$ cat src/pkg/pcdb_defs.vh
/*
  Constants for the peripheral clock divider bank: register offsets,
  field positions, widths and reset values.
  Assumes inclusion by the design files of the bank only.
*/
`ifndef PCDB_DEFS_VH
`define PCDB_DEFS_VH

// register byte offsets
`define PCDB_OFS_FAST_REF 12'h080
`define PCDB_OFS_SLOW_REF 12'h084
`define PCDB_OFS_REF_SEL 12'h088
`define PCDB_OFS_CORE_DIV 12'h08c
`define PCDB_OFS_PERI_A 12'h090
`define PCDB_OFS_PERI_B 12'h094
`define PCDB_OFS_PERI_C 12'h098

// fractional divider fields
`define PCDB_NUM_MSB 23
`define PCDB_NUM_LSB 11
`define PCDB_DEN_MSB 10
`define PCDB_DEN_LSB 0
`define PCDB_NUM_W 13
`define PCDB_DEN_W 11
`define PCDB_FAST_NUM_RST 13'h1072
`define PCDB_FAST_DEN_RST 11'h4e3
`define PCDB_SLOW_NUM_RST 13'h07a1
`define PCDB_SLOW_DEN_RST 11'h090

// serial port select
`define PCDB_PORTS 4
`define PCDB_SEL_RST 4'h0

// core divisor
`define PCDB_CORE_MSB 5
`define PCDB_CORE_LSB 0
`define PCDB_CORE_RST 6'h01

// peripheral divider a
`define PCDB_RSVD_A_MSB 30
`define PCDB_RSVD_A_LSB 20
`define PCDB_RSVD_A_VAL 11'h021
`define PCDB_SDIO_MSB 19
`define PCDB_SDIO_LSB 16
`define PCDB_SDIO_RST 4'h1
`define PCDB_SYNC_W 5
`define PCDB_SYNC0_LSB 0
`define PCDB_SYNC1_LSB 5
`define PCDB_SYNC2_LSB 10
`define PCDB_SYNC_RST 15'h0842

// peripheral divider b
`define PCDB_QUAD_MSB 10
`define PCDB_QUAD_LSB 8
`define PCDB_FLASH_MSB 6
`define PCDB_FLASH_LSB 4
`define PCDB_B3_RST 3'h1

// peripheral divider c
`define PCDB_WDT_HI_MSB 6
`define PCDB_WDT_HI_LSB 4
`define PCDB_WDT_MID_BIT 28
`define PCDB_WDT_LO_MSB 25
`define PCDB_WDT_LO_LSB 24
`define PCDB_I2C_MSB 21
`define PCDB_I2C_LSB 20
`define PCDB_I2C_RST 2'h1
`define PCDB_TMR_HI_MSB 14
`define PCDB_TMR_HI_LSB 12
`define PCDB_TMR_LO_MSB 10
`define PCDB_TMR_LO_LSB 8
`define PCDB_SAMP_MSB 2
`define PCDB_SAMP_LSB 0
`define PCDB_SAMP_RST 3'h1
`define PCDB_WDT_CNT_W 64

`endif

$ cat src/pcdb_frac_div.v
/*
  Fractional clock-enable divider: average tick rate is den/num of the
  reference, ticks spread by an accumulator.
  Assumes num_i and den_i are static levels from the register file.
*/
`timescale 1ns/1ps
`include "pcdb_defs.vh"
module pcdb_frac_div (
  // clock and control
  input wire clk_i,
  input wire rst_i,
  input wire ce_i,
  // ratio and tick
  input wire [`PCDB_NUM_W-1:0] num_i,
  input wire [`PCDB_DEN_W-1:0] den_i,
  output reg tick_o
);
  reg [`PCDB_NUM_W:0] acc_ff;
  reg [`PCDB_NUM_W-1:0] num_ff;
  reg [`PCDB_DEN_W-1:0] den_ff;
  wire [`PCDB_NUM_W:0] sum = acc_ff + {3'h0, den_ff};
  wire hit = (sum >= {1'b0, num_ff});
  wire [`PCDB_NUM_W:0] rem = sum - {1'b0, num_ff};

  // overflow spread evenly: a tick each time the sum passes num
  always @(posedge clk_i) begin
    if (rst_i) begin
      acc_ff <= 14'h0000;
      num_ff <= `PCDB_NUM_W'h0;
      den_ff <= `PCDB_DEN_W'h0;
      tick_o <= 1'b0;
    end else if (ce_i) begin
      tick_o <= hit;
      if (hit) begin
        // ratio swapped only after a tick, never mid-period
        num_ff <= num_i;
        den_ff <= den_i;
        // den above num saturates to a tick every cycle
        acc_ff <= (rem >= {1'b0, num_ff}) ? 14'h0000 : rem;
      end else begin
        acc_ff <= sum;
      end
    end
  end
endmodule

$ cat src/pcdb_int_div.v
/*
  Integer clock-enable divider: one tick every div_i reference cycles.
  Assumes div_i is a static level from the register file; 0 means 1.
*/
`timescale 1ns/1ps
`include "pcdb_defs.vh"
module pcdb_int_div #(
  parameter W = 6
) (
  // clock and control
  input wire clk_i,
  input wire rst_i,
  input wire ce_i,
  // divisor and tick
  input wire [W-1:0] div_i,
  output reg tick_o
);
  reg [W-1:0] cnt_ff;
  reg [W-1:0] lim_ff;
  wire [W-1:0] eff = (div_i == {W{1'b0}}) ? {{(W-1){1'b0}}, 1'b1} : div_i;
  wire wrap = (cnt_ff >= lim_ff);

  // new divisor only taken at a period end so no period is cut short
  always @(posedge clk_i) begin
    if (rst_i) begin
      cnt_ff <= {{(W-1){1'b0}}, 1'b1};
      lim_ff <= {{(W-1){1'b0}}, 1'b1};
      tick_o <= 1'b0;
    end else if (ce_i) begin
      tick_o <= wrap;
      if (wrap) begin
        cnt_ff <= {{(W-1){1'b0}}, 1'b1};
        lim_ff <= eff;
      end else begin
        cnt_ff <= cnt_ff + {{(W-1){1'b0}}, 1'b1};
      end
    end
  end
endmodule

$ cat src/pcdb_top.v
/*
  Peripheral clock divider bank: APB register file, two fractional
  serial-port references, per-port reference select and integer dividers
  that produce one-cycle clock-enable ticks for each consumer.
  Assumes an APB master on REF_CLK_I; clock gating cells downstream
  turn the ticks into clocks.
*/
`timescale 1ns/1ps
`include "pcdb_defs.vh"
module pcdb_top (
  // clock, reset, enable
  input wire REF_CLK_I,
  input wire RST_I,
  input wire CE_I,
  // apb slave
  input wire PSEL_I,
  input wire PENABLE_I,
  input wire PWRITE_I,
  input wire [11:0] PADDR_I,
  input wire [31:0] PWDATA_I,
  output reg PREADY_O,
  output reg [31:0] PRDATA_O,
  output reg PSLVERR_O,
  // reference ticks
  output wire FAST_REF_TICK_O,
  output wire SLOW_REF_TICK_O,
  output reg [`PCDB_PORTS-1:0] SERIAL_PORT_TICK_O,
  // divided ticks
  output wire CORE_TICK_O,
  output wire SDIO_TICK_O,
  output wire [2:0] SYNC_PORT_TICK_O,
  output wire QUAD_PORT_TICK_O,
  output wire FLASH_TICK_O,
  output wire WDT_TICK_O,
  output wire I2C_TICK_O,
  output wire TIMER3_TICK_O,
  output wire SAMPLE_TICK_O
);
  // register fields
  reg [`PCDB_NUM_W-1:0] fast_num_ff;
  reg [`PCDB_DEN_W-1:0] fast_den_ff;
  reg [`PCDB_NUM_W-1:0] slow_num_ff;
  reg [`PCDB_DEN_W-1:0] slow_den_ff;
  reg [`PCDB_PORTS-1:0] serial_port_ref_choice_ff;
  reg [5:0] core_div_ff;
  reg [3:0] sdio_div_ff;
  reg [14:0] sync_port_divisor_ff;
  reg [2:0] quad_port_divisor_ff;
  reg [2:0] flash_div_ff;
  reg [2:0] wdt_hi_ff;
  reg wdt_mid_ff;
  reg [1:0] wdt_lo_ff;
  reg [1:0] i2c_div_ff;
  reg [2:0] timer3_divisor_upper_ff;
  reg [2:0] timer3_divisor_lower_ff;
  reg [2:0] sample_div_ff;
  // per-port select actually in use
  reg [`PCDB_PORTS-1:0] act_sel_ff;

  // apb decode
  wire access = PSEL_I & PENABLE_I;
  wire commit = access & PREADY_O;
  wire wr = commit & PWRITE_I;
  reg [31:0] rd_data;
  reg hit;

  always @* begin
    rd_data = 32'h0000_0000;
    hit = 1'b1;
    // reserved bits read as zero except the fixed field of divider a
    case (PADDR_I)
      `PCDB_OFS_FAST_REF: begin
        rd_data[`PCDB_NUM_MSB:`PCDB_NUM_LSB] = fast_num_ff;
        rd_data[`PCDB_DEN_MSB:`PCDB_DEN_LSB] = fast_den_ff;
      end
      `PCDB_OFS_SLOW_REF: begin
        rd_data[`PCDB_NUM_MSB:`PCDB_NUM_LSB] = slow_num_ff;
        rd_data[`PCDB_DEN_MSB:`PCDB_DEN_LSB] = slow_den_ff;
      end
      `PCDB_OFS_REF_SEL: begin
        rd_data[`PCDB_PORTS-1:0] = serial_port_ref_choice_ff;
      end
      `PCDB_OFS_CORE_DIV: begin
        rd_data[`PCDB_CORE_MSB:`PCDB_CORE_LSB] = core_div_ff;
      end
      `PCDB_OFS_PERI_A: begin
        rd_data[`PCDB_RSVD_A_MSB:`PCDB_RSVD_A_LSB] = `PCDB_RSVD_A_VAL;
        rd_data[`PCDB_SDIO_MSB:`PCDB_SDIO_LSB] = sdio_div_ff;
        rd_data[`PCDB_SYNC2_LSB+`PCDB_SYNC_W-1:`PCDB_SYNC0_LSB] = sync_port_divisor_ff;
      end
      `PCDB_OFS_PERI_B: begin
        rd_data[`PCDB_QUAD_MSB:`PCDB_QUAD_LSB] = quad_port_divisor_ff;
        rd_data[`PCDB_FLASH_MSB:`PCDB_FLASH_LSB] = flash_div_ff;
      end
      `PCDB_OFS_PERI_C: begin
        rd_data[`PCDB_WDT_MID_BIT] = wdt_mid_ff;
        rd_data[`PCDB_WDT_LO_MSB:`PCDB_WDT_LO_LSB] = wdt_lo_ff;
        rd_data[`PCDB_I2C_MSB:`PCDB_I2C_LSB] = i2c_div_ff;
        rd_data[`PCDB_TMR_HI_MSB:`PCDB_TMR_HI_LSB] = timer3_divisor_upper_ff;
        rd_data[`PCDB_TMR_LO_MSB:`PCDB_TMR_LO_LSB] = timer3_divisor_lower_ff;
        rd_data[`PCDB_WDT_HI_MSB:`PCDB_WDT_HI_LSB] = wdt_hi_ff;
        rd_data[`PCDB_SAMP_MSB:`PCDB_SAMP_LSB] = sample_div_ff;
      end
      default: begin
        hit = 1'b0;
      end
    endcase
  end

  // one wait state: pready is a flop so the bus answer is registered
  always @(posedge REF_CLK_I) begin
    if (RST_I) begin
      PREADY_O <= 1'b0;
      PRDATA_O <= 32'h0000_0000;
      PSLVERR_O <= 1'b0;
    end else if (CE_I) begin
      PREADY_O <= access & ~PREADY_O;
      PRDATA_O <= (access & ~PREADY_O & ~PWRITE_I) ? rd_data : 32'h0000_0000;
      PSLVERR_O <= access & ~PREADY_O & ~hit;
    end
  end

  // register writes land on the edge that completes the transfer
  always @(posedge REF_CLK_I) begin
    if (RST_I) begin
      fast_num_ff <= `PCDB_FAST_NUM_RST;
      fast_den_ff <= `PCDB_FAST_DEN_RST;
      slow_num_ff <= `PCDB_SLOW_NUM_RST;
      slow_den_ff <= `PCDB_SLOW_DEN_RST;
      serial_port_ref_choice_ff <= `PCDB_SEL_RST;
      core_div_ff <= `PCDB_CORE_RST;
      sdio_div_ff <= `PCDB_SDIO_RST;
      sync_port_divisor_ff <= `PCDB_SYNC_RST;
      quad_port_divisor_ff <= `PCDB_B3_RST;
      flash_div_ff <= `PCDB_B3_RST;
      wdt_hi_ff <= 3'h0;
      wdt_mid_ff <= 1'b0;
      wdt_lo_ff <= 2'h0;
      i2c_div_ff <= `PCDB_I2C_RST;
      timer3_divisor_upper_ff <= 3'h0;
      timer3_divisor_lower_ff <= 3'h0;
      sample_div_ff <= `PCDB_SAMP_RST;
    end else if (CE_I & wr) begin
      case (PADDR_I)
        `PCDB_OFS_FAST_REF: begin
          fast_num_ff <= PWDATA_I[`PCDB_NUM_MSB:`PCDB_NUM_LSB];
          fast_den_ff <= PWDATA_I[`PCDB_DEN_MSB:`PCDB_DEN_LSB];
        end
        `PCDB_OFS_SLOW_REF: begin
          slow_num_ff <= PWDATA_I[`PCDB_NUM_MSB:`PCDB_NUM_LSB];
          slow_den_ff <= PWDATA_I[`PCDB_DEN_MSB:`PCDB_DEN_LSB];
        end
        `PCDB_OFS_REF_SEL: begin
          serial_port_ref_choice_ff <= PWDATA_I[`PCDB_PORTS-1:0];
        end
        `PCDB_OFS_CORE_DIV: begin
          core_div_ff <= PWDATA_I[`PCDB_CORE_MSB:`PCDB_CORE_LSB];
        end
        `PCDB_OFS_PERI_A: begin
          // the fixed field 30:20 is not storage, so a bad write cannot move it
          sdio_div_ff <= PWDATA_I[`PCDB_SDIO_MSB:`PCDB_SDIO_LSB];
          sync_port_divisor_ff <= PWDATA_I[`PCDB_SYNC2_LSB+`PCDB_SYNC_W-1:`PCDB_SYNC0_LSB];
        end
        `PCDB_OFS_PERI_B: begin
          quad_port_divisor_ff <= PWDATA_I[`PCDB_QUAD_MSB:`PCDB_QUAD_LSB];
          flash_div_ff <= PWDATA_I[`PCDB_FLASH_MSB:`PCDB_FLASH_LSB];
        end
        `PCDB_OFS_PERI_C: begin
          wdt_hi_ff <= PWDATA_I[`PCDB_WDT_HI_MSB:`PCDB_WDT_HI_LSB];
          wdt_mid_ff <= PWDATA_I[`PCDB_WDT_MID_BIT];
          wdt_lo_ff <= PWDATA_I[`PCDB_WDT_LO_MSB:`PCDB_WDT_LO_LSB];
          i2c_div_ff <= PWDATA_I[`PCDB_I2C_MSB:`PCDB_I2C_LSB];
          timer3_divisor_upper_ff <= PWDATA_I[`PCDB_TMR_HI_MSB:`PCDB_TMR_HI_LSB];
          timer3_divisor_lower_ff <= PWDATA_I[`PCDB_TMR_LO_MSB:`PCDB_TMR_LO_LSB];
          sample_div_ff <= PWDATA_I[`PCDB_SAMP_MSB:`PCDB_SAMP_LSB];
        end
        default: begin
          fast_num_ff <= fast_num_ff;
        end
      endcase
    end
  end

  // fractional references
  pcdb_frac_div u_fast (
    .clk_i(REF_CLK_I),
    .rst_i(RST_I),
    .ce_i(CE_I),
    .num_i(fast_num_ff),
    .den_i(fast_den_ff),
    .tick_o(FAST_REF_TICK_O)
  );
  pcdb_frac_div u_slow (
    .clk_i(REF_CLK_I),
    .rst_i(RST_I),
    .ce_i(CE_I),
    .num_i(slow_num_ff),
    .den_i(slow_den_ff),
    .tick_o(SLOW_REF_TICK_O)
  );

  // per-port routing; a port swaps source only right after its current
  // source ticked, so the period in flight always completes
  wire [`PCDB_PORTS-1:0] cur_tick;
  genvar gi;
  generate
    for (gi = 0; gi < `PCDB_PORTS; gi = gi + 1) begin : g_port
      assign cur_tick[gi] = act_sel_ff[gi] ? FAST_REF_TICK_O : SLOW_REF_TICK_O;
    end
  endgenerate

  always @(posedge REF_CLK_I) begin
    if (RST_I) begin
      act_sel_ff <= `PCDB_SEL_RST;
      SERIAL_PORT_TICK_O <= `PCDB_SEL_RST;
    end else if (CE_I) begin
      SERIAL_PORT_TICK_O <= cur_tick;
      act_sel_ff <= (act_sel_ff & ~cur_tick) | (serial_port_ref_choice_ff & cur_tick);
    end
  end

  // divisor assembly
  wire [5:0] wdt_val = {wdt_hi_ff, wdt_mid_ff, wdt_lo_ff};
  // zero gives 1 << 0 = 1, otherwise two to the value
  wire [`PCDB_WDT_CNT_W-1:0] wdt_div = {{(`PCDB_WDT_CNT_W-1){1'b0}}, 1'b1} << wdt_val;
  wire [5:0] tmr3_div = {timer3_divisor_upper_ff, timer3_divisor_lower_ff};

  // integer dividers; zero is treated as one inside
  pcdb_int_div #(.W(6)) u_core (
    .clk_i(REF_CLK_I),
    .rst_i(RST_I),
    .ce_i(CE_I),
    .div_i(core_div_ff),
    .tick_o(CORE_TICK_O)
  );
  pcdb_int_div #(.W(4)) u_sdio (
    .clk_i(REF_CLK_I),
    .rst_i(RST_I),
    .ce_i(CE_I),
    .div_i(sdio_div_ff),
    .tick_o(SDIO_TICK_O)
  );
  generate
    for (gi = 0; gi < 3; gi = gi + 1) begin : g_sync
      pcdb_int_div #(.W(`PCDB_SYNC_W)) u_sync (
        .clk_i(REF_CLK_I), .rst_i(RST_I), .ce_i(CE_I),
        .div_i(sync_port_divisor_ff[gi*`PCDB_SYNC_W +: `PCDB_SYNC_W]),
        .tick_o(SYNC_PORT_TICK_O[gi])
      );
    end
  endgenerate
  pcdb_int_div #(.W(3)) u_quad (
    .clk_i(REF_CLK_I),
    .rst_i(RST_I),
    .ce_i(CE_I),
    .div_i(quad_port_divisor_ff),
    .tick_o(QUAD_PORT_TICK_O)
  );
  pcdb_int_div #(.W(3)) u_flash (
    .clk_i(REF_CLK_I),
    .rst_i(RST_I),
    .ce_i(CE_I),
    .div_i(flash_div_ff),
    .tick_o(FLASH_TICK_O)
  );
  // a 64-bit counter is the price of the full 2^63 range
  pcdb_int_div #(.W(`PCDB_WDT_CNT_W)) u_wdt (
    .clk_i(REF_CLK_I),
    .rst_i(RST_I),
    .ce_i(CE_I),
    .div_i(wdt_div),
    .tick_o(WDT_TICK_O)
  );
  pcdb_int_div #(.W(2)) u_i2c (
    .clk_i(REF_CLK_I),
    .rst_i(RST_I),
    .ce_i(CE_I),
    .div_i(i2c_div_ff),
    .tick_o(I2C_TICK_O)
  );
  pcdb_int_div #(.W(6)) u_tmr3 (
    .clk_i(REF_CLK_I),
    .rst_i(RST_I),
    .ce_i(CE_I),
    .div_i(tmr3_div),
    .tick_o(TIMER3_TICK_O)
  );
  pcdb_int_div #(.W(3)) u_samp (
    .clk_i(REF_CLK_I),
    .rst_i(RST_I),
    .ce_i(CE_I),
    .div_i(sample_div_ff),
    .tick_o(SAMPLE_TICK_O)
  );
endmodule

$ cat config.mk
export PLATFORM = sky130hd
export DESIGN_NAME = pcdb_top
export DESIGN_NICKNAME = d
export VERILOG_FILES = /design/src/pcdb_frac_div.v /design/src/pcdb_int_div.v /design/src/pcdb_top.v
export VERILOG_INCLUDE_DIRS = /design/src /design/src/pkg
export SDC_FILE = /design/constraint.sdc
export NUM_CORES = 1
export LEC_CHECK = 0
export BUFFER_PORTS_ARGS = -buffer_cell sky130_fd_sc_hd__buf_2
export CORE_MARGIN = 1
export CORE_UTILIZATION = 45
export CTS_CLUSTER_SIZE = 24
export DETAILED_ROUTE_END_ITERATION = 16
export PLACE_DENSITY_LB_ADDON = 0.3
export SETUP_SLACK_MARGIN = 0.02
export SLEW_MARGIN = 20
export SYNTH_ARGS = -nofsm -noshare
export SYNTH_HDL_FRONTEND = slang
export SYNTH_HIERARCHICAL = 1
export SYNTH_SLANG_ARGS = --single-unit
$ cat constraint.sdc
create_clock -name REF_CLK_I -period 10.16 [get_ports REF_CLK_I]
set_input_delay 2.032 -clock REF_CLK_I [delete_from_list [all_inputs] [get_ports REF_CLK_I]]
set_output_delay 2.032 -clock REF_CLK_I [all_outputs]
set_load 0.005 [all_outputs]
Word level (Yosys, flattened, before mapping)
Index checks and enable logic that the tools add are counted.
Word-level totals
  register bits: 443
  latch bits: 0
  RAM bits: 0
  memory bits (read-only): 0
  output and inout port bits: 51
  word-level logic and storage cells: 193
  memories kept: 0
Cells by class
  $add $sub $neg: 15
  multipliers: 0
  divide/modulo/power cells: 0
  magnitude comparators: 15
  equality and inequality tests: 7
  shifts and indexed selects: 1
  mux-type cells: 46
  bitwise gates (word level): 14
  reduce and logical (&&, ||, !) cells: 32
Operator list (number)
  $mux 64: 2
  $eq 12x8->1 const B: 7
  $add 64x1->64 const B: 1
  $ge 64x64->1: 1
  $logic_not 64->1: 1
  $shl 1x6->64 const A: 1
  $ge 14x13->1: 4
  $mux 14: 4
  $reduce_and 2->1: 20
  $mux 5: 6
  $mux 29: 1
  $add 14x11->14: 2
  $sub 14x13->14: 2
  $mux 6: 4
  $mux 3: 6
  $pmux 3 s6: 1
  $add 5x1->5 const B: 3
  $ge 5x5->1: 3
  $logic_not 5->1: 3
  $pmux 3 s5: 1
  $add 6x1->6 const B: 2
  $ge 6x6->1: 2
  $logic_not 6->1: 2
  $pmux 2 s6: 1
  other kinds (25): 50

Depth between registers and ports, before layout
Gate-level depths: netlist of the first run.
  depth after elaboration: 5
  gate-level depth with buffers: 22

By module
Netlist of the first run, hierarchy kept.
By module, submodules not included
  pcdb_int_div (u_wdt): instances 1, cells each 817, area each 7235.7 µm²
  pcdb_top: instances 1, cells each 823, area each 6681.4 µm²
  pcdb_frac_div: instances 2, cells each 369, area each 3116.7 µm²
  pcdb_int_div (g_sync[0].u_sync ...): instances 3, cells each 64, area each 605.6 µm²
  pcdb_int_div (u_core ...): instances 2, cells each 76, area each 758.2 µm²
  pcdb_int_div (u_flash ...): instances 3, cells each 42, area each 394.1 µm²
  pcdb_int_div (u_sdio): instances 1, cells each 55, area each 540.5 µm²
  pcdb_int_div (u_i2c): instances 1, cells each 25, area each 249.0 µm²

Worst setup path after synthesis of the first run
No wires, ideal clock.
  kind: register to register
  start: register u_fast.acc_ff[1]
  end: register u_fast.acc_ff[10]
  arrival: 4.313 ns
  data required time: 10.069 ns
  setup slack: 5.756 ns
  stages on the path, launching flop included: 21
  period minus slack after synthesis: 4.404 ns
  path through: dfxtp_1 > ha_1 > a211oi_1 > o21ai_0 > a211o_1 > nand2_1 > xnor2_1 > ha_1 > a2111o_1 > o221a_2 > o31ai_1 > xnor2_1 > ha_1 > nand4_1 > nor2_1 > a21oi_1 > nand3_1 > a21oi_1 > clkbuf_1 > nand4_1 > a311oi_1
Between the ends
  longest elaborated chain between the ends: 5
  elaborated cells on any way between the ends: 6
  those cells by class: add/sub (2); order compare (2); mux (2)
RTL lines
  start, declared: line pcdb_frac_div.v:18  | reg [`PCDB_NUM_W:0] acc_ff;
  start signal, assigned: line pcdb_frac_div.v:39  | acc_ff <= (rem >= {1'b0, num_ff}) ? 14'h0000 : rem;
  start signal, assigned: line pcdb_frac_div.v:41  | acc_ff <= sum;
  $add 14x11->14 *: line pcdb_frac_div.v:21  | wire [`PCDB_NUM_W:0] sum = acc_ff + {3'h0, den_ff};
  $sub 14x13->14: line pcdb_frac_div.v:23  | wire [`PCDB_NUM_W:0] rem = sum - {1'b0, num_ff};
  $ge 14x13->1: line pcdb_frac_div.v:39
  $mux 14: line pcdb_frac_div.v:39
  $mux 14 *: line pcdb_frac_div.v:34  | if (hit) begin
Mark *: on every way between the ends. The rest lies on a longest branch, timed or not.
A chain may end at the register's enable or synchronous reset.

Worst setup path after layout of the first run
  start: register u_fast.den_ff[0]
  end: register u_fast.acc_ff[8]
Between the ends
  longest elaborated chain between the ends: 5
  elaborated cells on any way between the ends: 6
  those cells by class: add/sub (2); order compare (2); mux (2)
RTL lines
  start, declared: line pcdb_frac_div.v:20  | reg [`PCDB_DEN_W-1:0] den_ff;
  start signal, assigned: line pcdb_frac_div.v:30  | den_ff <= `PCDB_DEN_W'h0;
  start signal, assigned: line pcdb_frac_div.v:37  | den_ff <= den_i;
  $add 14x11->14 *: line pcdb_frac_div.v:21
  $sub 14x13->14: line pcdb_frac_div.v:23
  $ge 14x13->1: line pcdb_frac_div.v:39
  $mux 14: line pcdb_frac_div.v:39
  $mux 14 *: line pcdb_frac_div.v:34
Marked as above.

==> impl_results.md, run 1 <==
* Status: complete, no violations
* Worst vdd ir at 0.000202 V
* # H-tree levels at 2
* CTS clk-pin slew, worst paths at 60 ps
* CTS Buf Count at 48
* EDFF count, synth at 0
* Cells along the critical path: ha_1, inv_1, fa_1, nor2b_1, o2111ai_1, a31oi_1, xnor2_1, ha_1, nand4_1, a211oi_1, o41ai_1, xnor2_1, ha_1, nand4_1, nor2_1, o2111ai_1, nand3_1, a21oi_1, nand4_1, a311oi_1
* Total power at 5.92 mW
* Placer's final routability congestion estimate at 0.934
* Switching power at between 2 and 2.5 mW
* Post-layout nets at 3145
* Final period util at 0.555
* Via density at between 5 and 6
* Post-synth top area cell: dfxtp_1
* Setup CP Type: flop to flop
* Synth Instances at 2928
* Hold buffer count at cts at 0
* Layout cell share with drive strength beyond 1 at 0.0977
* DR pass1 iterations at 5
* Vias in the first global route at 20800
* IO Pins at roughly 100
* Placed cell area at 26100 um2
* Die height at 240 um
* Post-synthesis sequential area ratio at 0.344
* Drt initial violations at between 1500 and 2000
* Ys async rst share at 0
* Seq pwr share at 0.316
* Starting Density at 0.458
* RSZ-0062 raised after global routing: no
* Post-Place Cells at 3599
* Net Sw Frac at 0.367
* Hold Vio Cnt, Final at 0
* Vias post-DR at 22000
* First-pass GRT wire length at 112 mm
* DRT antenna net count at 0
* Worst EP arrival at 6150 ps
* Rel. slew slack at 0.245
* Fill cell total of the finished layout at roughly 5200
* Req. time, crit path at 10670 ps
* Min Tclk post-route at 5640 ps
* Root buffer cell: clkbuf_16
* Slowest cell delay on critical path at 790 ps
* Gr usage total at 0.242
* Pins Over Slew Limit at 0
* Hold Slack at 458 ps
* Worst-Margin Slew at 1130 ps
* PwrDens at 213 nW/um2
* Row Count at 86
* DR WL/cell at 19.2 um
* PortBufs at 90
* Cell area after layout at 27800 um2
* Max Fclk at about 180 MHz
* HP Class: flop to flop
* CTS resizes at 0
* Initial antenna violation count at 1
* Ys flop type: dfxtp_1
* Post-DP HPWL at 51.5 mm
* Die width at 240 um
* Syn avg cell area at between 8 and 9 um2
* CP top delay family: compound AO/OA/AOI/OAI gates
* Area grow syn2layout at 9.05%
* DRC at 0
* Yosys reg bits at 438
* Final std cells w/o fill at 3691
* CTS tree: yes
* Clock share of power at 0.308
* Crit path capture type: flop
* Clk sinks at 438
* Skew-Pair Late Insertion Delay at roughly 620 ps
* Int Pwr at 3.74 mW
* Max-cap check violation count at 0
* Cell Area, Synth at 25500 um2
* Final setup viols at 0
* Setup Skew at 35.8 ps
* Setup Buffers After CTS at 0
* Synth Warn # at 6
* Part of the power in combinational logic at 0.376
* Final wirelength at between 70 and 80 mm
* Gr ovfl total at 0
* Distinct cells, synth at 101
* Commonest cells post-synth: 438 x dfxtp_1, 232 x nor2_1, 190 x ha_1, 168 x a21oi_1, 165 x inv_1
* Synth area leaders: dfxtp_1 34%, ha_1 9.3%, mux2i_1 5.3%, nor2_1 3.4%, a21oi_1 3.3%
* Most frequent cell after synthesis: dfxtp_1
* Slowest library cell on the worst path: a21oi_1
* Crit-path max FO at 13
* Largest net degree at the start of global routing at 98
* Buf/Inv on CP at 1
* Fin util at 0.500
* Leak at approximately 10 nW
* Die area at 57500 um2
* Post-Route Setup TNS at 0 ps
* Synth top area share at 0.344
* Final worst slack at 4520 ps
* Core Area at 55500 um2
* Crit start category: flop
* Worst slack, placed at around 4700 ps
* Clock Path Buffers at 3
==> path summary, 6_finish.rpt <==
kind / from / endpoint / slack [ps] / cells after the start
worst max register to register: u_fast/den_ff[0] / u_fast/acc_ff[8] / 4520 / 20
worst min-delay path: PRDATA_O[5] / PRDATA_O[5] / 460 / 1
worst max-delay path: u_fast/den_ff[0] / u_fast/acc_ff[8] / 4520 / 20
worst min register to register: PRDATA_O[5] / PRDATA_O[5] / 460 / 1
==> area by class of cell <==
type / instances / area (um2) / share of cell area
tap: 748 / 936 / 0.0337
clock inverter: 26 / 337 / 0.0121
clock buffer: 61 / 1310 / 0.0472
sequential: 438 / 8770 / 0.316
antenna: 5 / 12.5 / 0.000451
timing repair buffer: 109 / 609 / 0.0220
multi-input combinational: 2138 / 15200 / 0.546
inverter: 166 / 623 / 0.0224
==> worst register-to-register path, delay by kind of cell (launching register included) <==
family / cells / cell delay, ps
fa+ha+maj: 4 / 1300
compound gates: 7 / 2580
simple gates: 6 / 820
buf+inv: 1 / 60
xor+xnor: 2 / 410
flops: 1 / 350
==> routing by layer <==
layer  track usage  part of all wire  up-vias
li1              -                 -    10700
met1         0.323              0.45    10500
met2         0.399              0.46      763
met3        0.0341             0.065      122
met4        0.0778             0.029        0
met5             0                 0        -
==> sequential cells by signal, summed over array words and instances (netlist names), 11 cells and up, named ones only <==
name	flops
u_slow/den_ff	11
fast_num_ff	13
PRDATA_O	27
u_slow/num_ff	13
sync_port_divisor_ff	15
fast_den_ff	11
slow_num_ff	13
u_slow/acc_ff	14
u_wdt/cnt_ff	64
slow_den_ff	11
g_sync.u_sync/cnt_ff	15
g_sync.u_sync/lim_ff	15
u_fast/num_ff	13
u_wdt/lim_ff	64
u_fast/den_ff	11
u_fast/acc_ff	14
==> kinds of logic after synthesis <==
kind of cell / share of synthesized area
AOI/OAI and AO/OA: 0.184
xor gates and xnor gates: 0.0420
adders and majority gates: 0.0965
buffers and inverters: 0.0616
DFF: 0.344
muxes: 0.0571
other: 0.000147
and+or+nand+nor: 0.214
==> cells in the final DEF (no fill, tap or decap), drive strengths merged, types with 10 or more instances in the layout <==
cell / count
a211o: 28
a211oi: 23
a21o: 22
a21oi: 168
a311oi: 27
a31oi: 20
and3: 40
and4: 13
buf: 109
clkbuf: 61
clkinv: 15
dfxtp: 438
ha: 190
inv: 167
mux2i: 134
nand2: 139
nand2b: 100
nand3: 134
nand3b: 12
nand4: 79
nor2: 234
nor2b: 21
nor3: 150
nor4: 38
o2111ai: 73
o211ai: 10
o21a: 19
o21ai: 110
o31ai: 75
or3: 15
xnor2: 58
xor2: 64
==> power groups by stage <==
stage	clock (mW)	sequential (mW)	combinational (mW)
after floorplan	0	1.88	1.79
after global placement	0	1.90	2.12
after detailed placement	0	1.91	2.19
after CTS	1.85	1.87	2.20
after global routing	1.92	1.88	2.47
final	1.82	1.87	2.23
No activity file was read; power rests on OpenSTA's default activity.
==> inputs of run 2 (changes only) <==
==> constraint.sdc (replaced) <==
create_clock -name REF_CLK_I -period 5.3 [get_ports REF_CLK_I]
set_input_delay 1.06 -clock REF_CLK_I [delete_from_list [all_inputs] [get_ports REF_CLK_I]]
set_output_delay 1.06 -clock REF_CLK_I [all_outputs]
set_load 0.005 [all_outputs]
==> run 2 against run 1 <==
Utilization is 0.47 points higher. Critical path depth stayed put. Count of clock-buffer cells in the layout is 7 higher. Cell count is 0.19% higher. Routed wire length is 0.20% higher. Via count is 0.27% higher. Critical path type unchanged. Highest routed layer unchanged.
==> impl_results.md, run 2 (same netlist as run 1, synthesis figures left out) <==
* Status: complete, no violations (unchanged)
* Largest regs: u_wdt/cnt_ff x64, u_wdt/lim_ff x64, PRDATA_O x27 (unchanged)
* Pins Over Slew Limit at 0 (unchanged)
* Worst-case reg-to-reg path depth at 20 (unchanged)
* DRT antenna net count at 0 (unchanged)
* Placer's final routability congestion estimate at 0.966 (was 0.934)
* First-pass GRT wire length at 113 mm (was 112 mm)
* Vias post-DR at 22100 (was 22000)
* Fin util at 0.505 (was 0.500)
* Most common cell after layout, fill and taps aside: dfxtp_1 (unchanged)
* Max Fclk at 200 MHz (was 177 MHz)
* Most Used Layer, Global Route: met2 (unchanged)
* Vias in the first global route at 20800 (about the same)
* Setup CP Type: flop to flop (unchanged)
* Die height at 240 um (unchanged)
* Setup Buffers After CTS at 0 (unchanged)
* Final worst slack at 297 ps (was 4520 ps)
* Crit path capture type: flop (unchanged)
* Drt initial violations at 1833 (was 1769)
* # H-tree levels at 2 (unchanged)
* Die area at 57500 um2 (unchanged)
* Core Area at 55500 um2 (unchanged)
* Crit start category: flop (unchanged)
* Global-route track usage on met2 at 0.389 (was 0.399)
* Row Count at 86 (unchanged)
* RSZ-0062 raised after global routing: no (unchanged)
* Final period util at 0.944 (was 0.555)
* Gr usage total at 0.245 (was 0.242)
* Worst slack, placed at 411 ps (was 4690 ps)
* CP endpoint: u_fast/acc_ff[5] (was u_fast/acc_ff[8])
* Layout cell share with drive strength beyond 1 at 0.102 (was 0.0977)
* DR WL/cell at 19.2 um (about the same)
* CTS clk-pin slew, worst paths at 60 ps (about the same)
* GRT met3 Usage at 0.0383 (was 0.0341)
* Starting Density at 0.458 (unchanged)
* Met1 usage at 0.335 (was 0.323)
* Hold Slack at 468 ps (was 458 ps)
* Initial antenna violation count at 2 (was 1)
* Rel. slew slack at 0.237 (was 0.245)
* Skew-Pair Late Insertion Delay at 620 ps (about the same)
* Setup Skew at 45.8 ps (was 35.8 ps)
* Post-DP HPWL at 51.9 mm (was 51.5 mm)
* HP Class: flop to flop (unchanged)
* R2r endpoint: u_fast/acc_ff[5] (was u_fast/acc_ff[8])
* PwrDens at 421 nW/um2 (was 213 nW/um2)
* Root buffer cell: clkbuf_16 (unchanged)
* Placed cell area at 26200 um2 (was 26100 um2)
* Most frequent cells in the layout: 438 x dfxtp_1, 229 x nor2_1, 190 x ha_1 (unchanged)
* Clk sinks at 438 (unchanged)
* Largest net degree at the start of global routing at 117 (was 98)
* Worst-Margin Slew at 1140 ps (was 1130 ps)
* Final setup viols at 0 (unchanged)
* Post-layout nets at 3152 (was 3145)
* Clock Path Buffers at 3 (unchanged)
* Max-cap check violation count at 0 (unchanged)
* DR pass1 iterations at 5 (unchanged)
* Area grow syn2layout at 10.1% (was 9.05%)
* Crit. Startpoint: u_fast/acc_ff[1] (was u_fast/den_ff[0])
* Via density at 5.97 (was 5.96)
* Die width at 240 um (unchanged)
* Fill cell total of the finished layout at 5210 (was 5222)
* PortBufs at 90 (unchanged)
* CTS tree: yes (unchanged)
* DRC at 0 (unchanged)
* Leak at 10.6 nW (was 10.5 nW)
* Hold Vio Cnt, Final at 0 (unchanged)
* Cell area after layout at 28000 um2 (was 27800 um2)
* Crit-path max FO at 13 (unchanged)
* IO Pins at 101 (unchanged)
* Min Tclk post-route at 5000 ps (was 5640 ps)
* Slack of the worst reg-to-reg path at 300 ps (was 4520 ps)
* CTS Buf Count at 50 (was 48)
* Req. time, crit path at 5820 ps (was 10670 ps)
* Final std cells w/o fill at 3698 (was 3691)
* Total power at 11.8 mW (was 5.92 mW)
* Final wirelength at 71.1 mm (was 71.0 mm)
* Worst vdd ir at 0.000348 V (was 0.000202 V)
* Post-Place Cells at 3604 (was 3599)
* Gr ovfl total at 0 (unchanged)
* Worst EP arrival at 5520 ps (was 6150 ps)
* Post-Route Setup TNS at 0 ps (unchanged)
* RR Startpoint: u_fast/acc_ff[1] (was u_fast/den_ff[0])
## run 2: cell types whose count changed in the layout (fill, tap and decap cells not counted), sizes merged
cell | previous run | this run
inv | 167 | 168
bufinv | 5 | 9
clkinv | 15 | 12
clkinvlp | 5 | 2
clkbuf | 61 | 68
buf | 109 | 114
diode | 5 | 1
## run 2: final cells by class
type                    instances  area [um2]  share of cell area
diodes                          1        2.50           0.0000893
repair buffers                114         672              0.0240
multi-input cells            2138       15200               0.542
clock inverters                25         410              0.0146
inverters                     166         623              0.0222
well taps                     748         936              0.0334
clock buffers                  68        1430              0.0510
flip-flops and latches        438        8770               0.313
## run 2: routing by layer
layer,up-vias,part of all wire
li1,10700,-
met1,10500,0.45
met2,736,0.45
met3,123,0.069
met4,0,0.032
met5,-,0
## run 2: worst min path at each step
stage | end | slack, ps | cells past startpoint | from
floorplan | PRDATA_O[17] | 440 | 2 | PRDATA_O[17]
global placement | PRDATA_O[5] | 440 | 1 | PRDATA_O[5]
detailed placement | PRDATA_O[5] | 460 | 1 | PRDATA_O[5]
CTS | g_sync[2].u_sync/tick_o | 470 | 2 | g_sync[2].u_sync/tick_o
global route | PRDATA_O[15] | 490 | 2 | PRDATA_O[15]
finish | g_sync[1].u_sync/tick_o | 470 | 2 | g_sync[1].u_sync/tick_o
## run 2: timing repair
item,4_1_cts,5_1_grt
setup endpoints to repair,0,20
hold buffers,0,0
resized for setup,0,2
## run 2: critical path: stages (launching register included)
cell      delay [ps]
dfxtp_1          330
ha_1             320
a211oi_1         330
o21ai_0          230
a211o_1          330
nand2_1           80
xnor2_1          180
ha_1             370
a2111o_1         470
o221a_2          270
o31ai_1          280
xnor2_1          220
ha_1             310
nand4_1          100
nor2_1            60
a21oi_1          130
nand3_1          100
a21oi_1          150
buf_4            210
nand4_1          130
a311oi_1         310
## run 2: where the power goes
group          internal [mW]  switching (mW)
logic                   1.77            2.63
clock network           2.34            1.47
registers               3.45           0.129
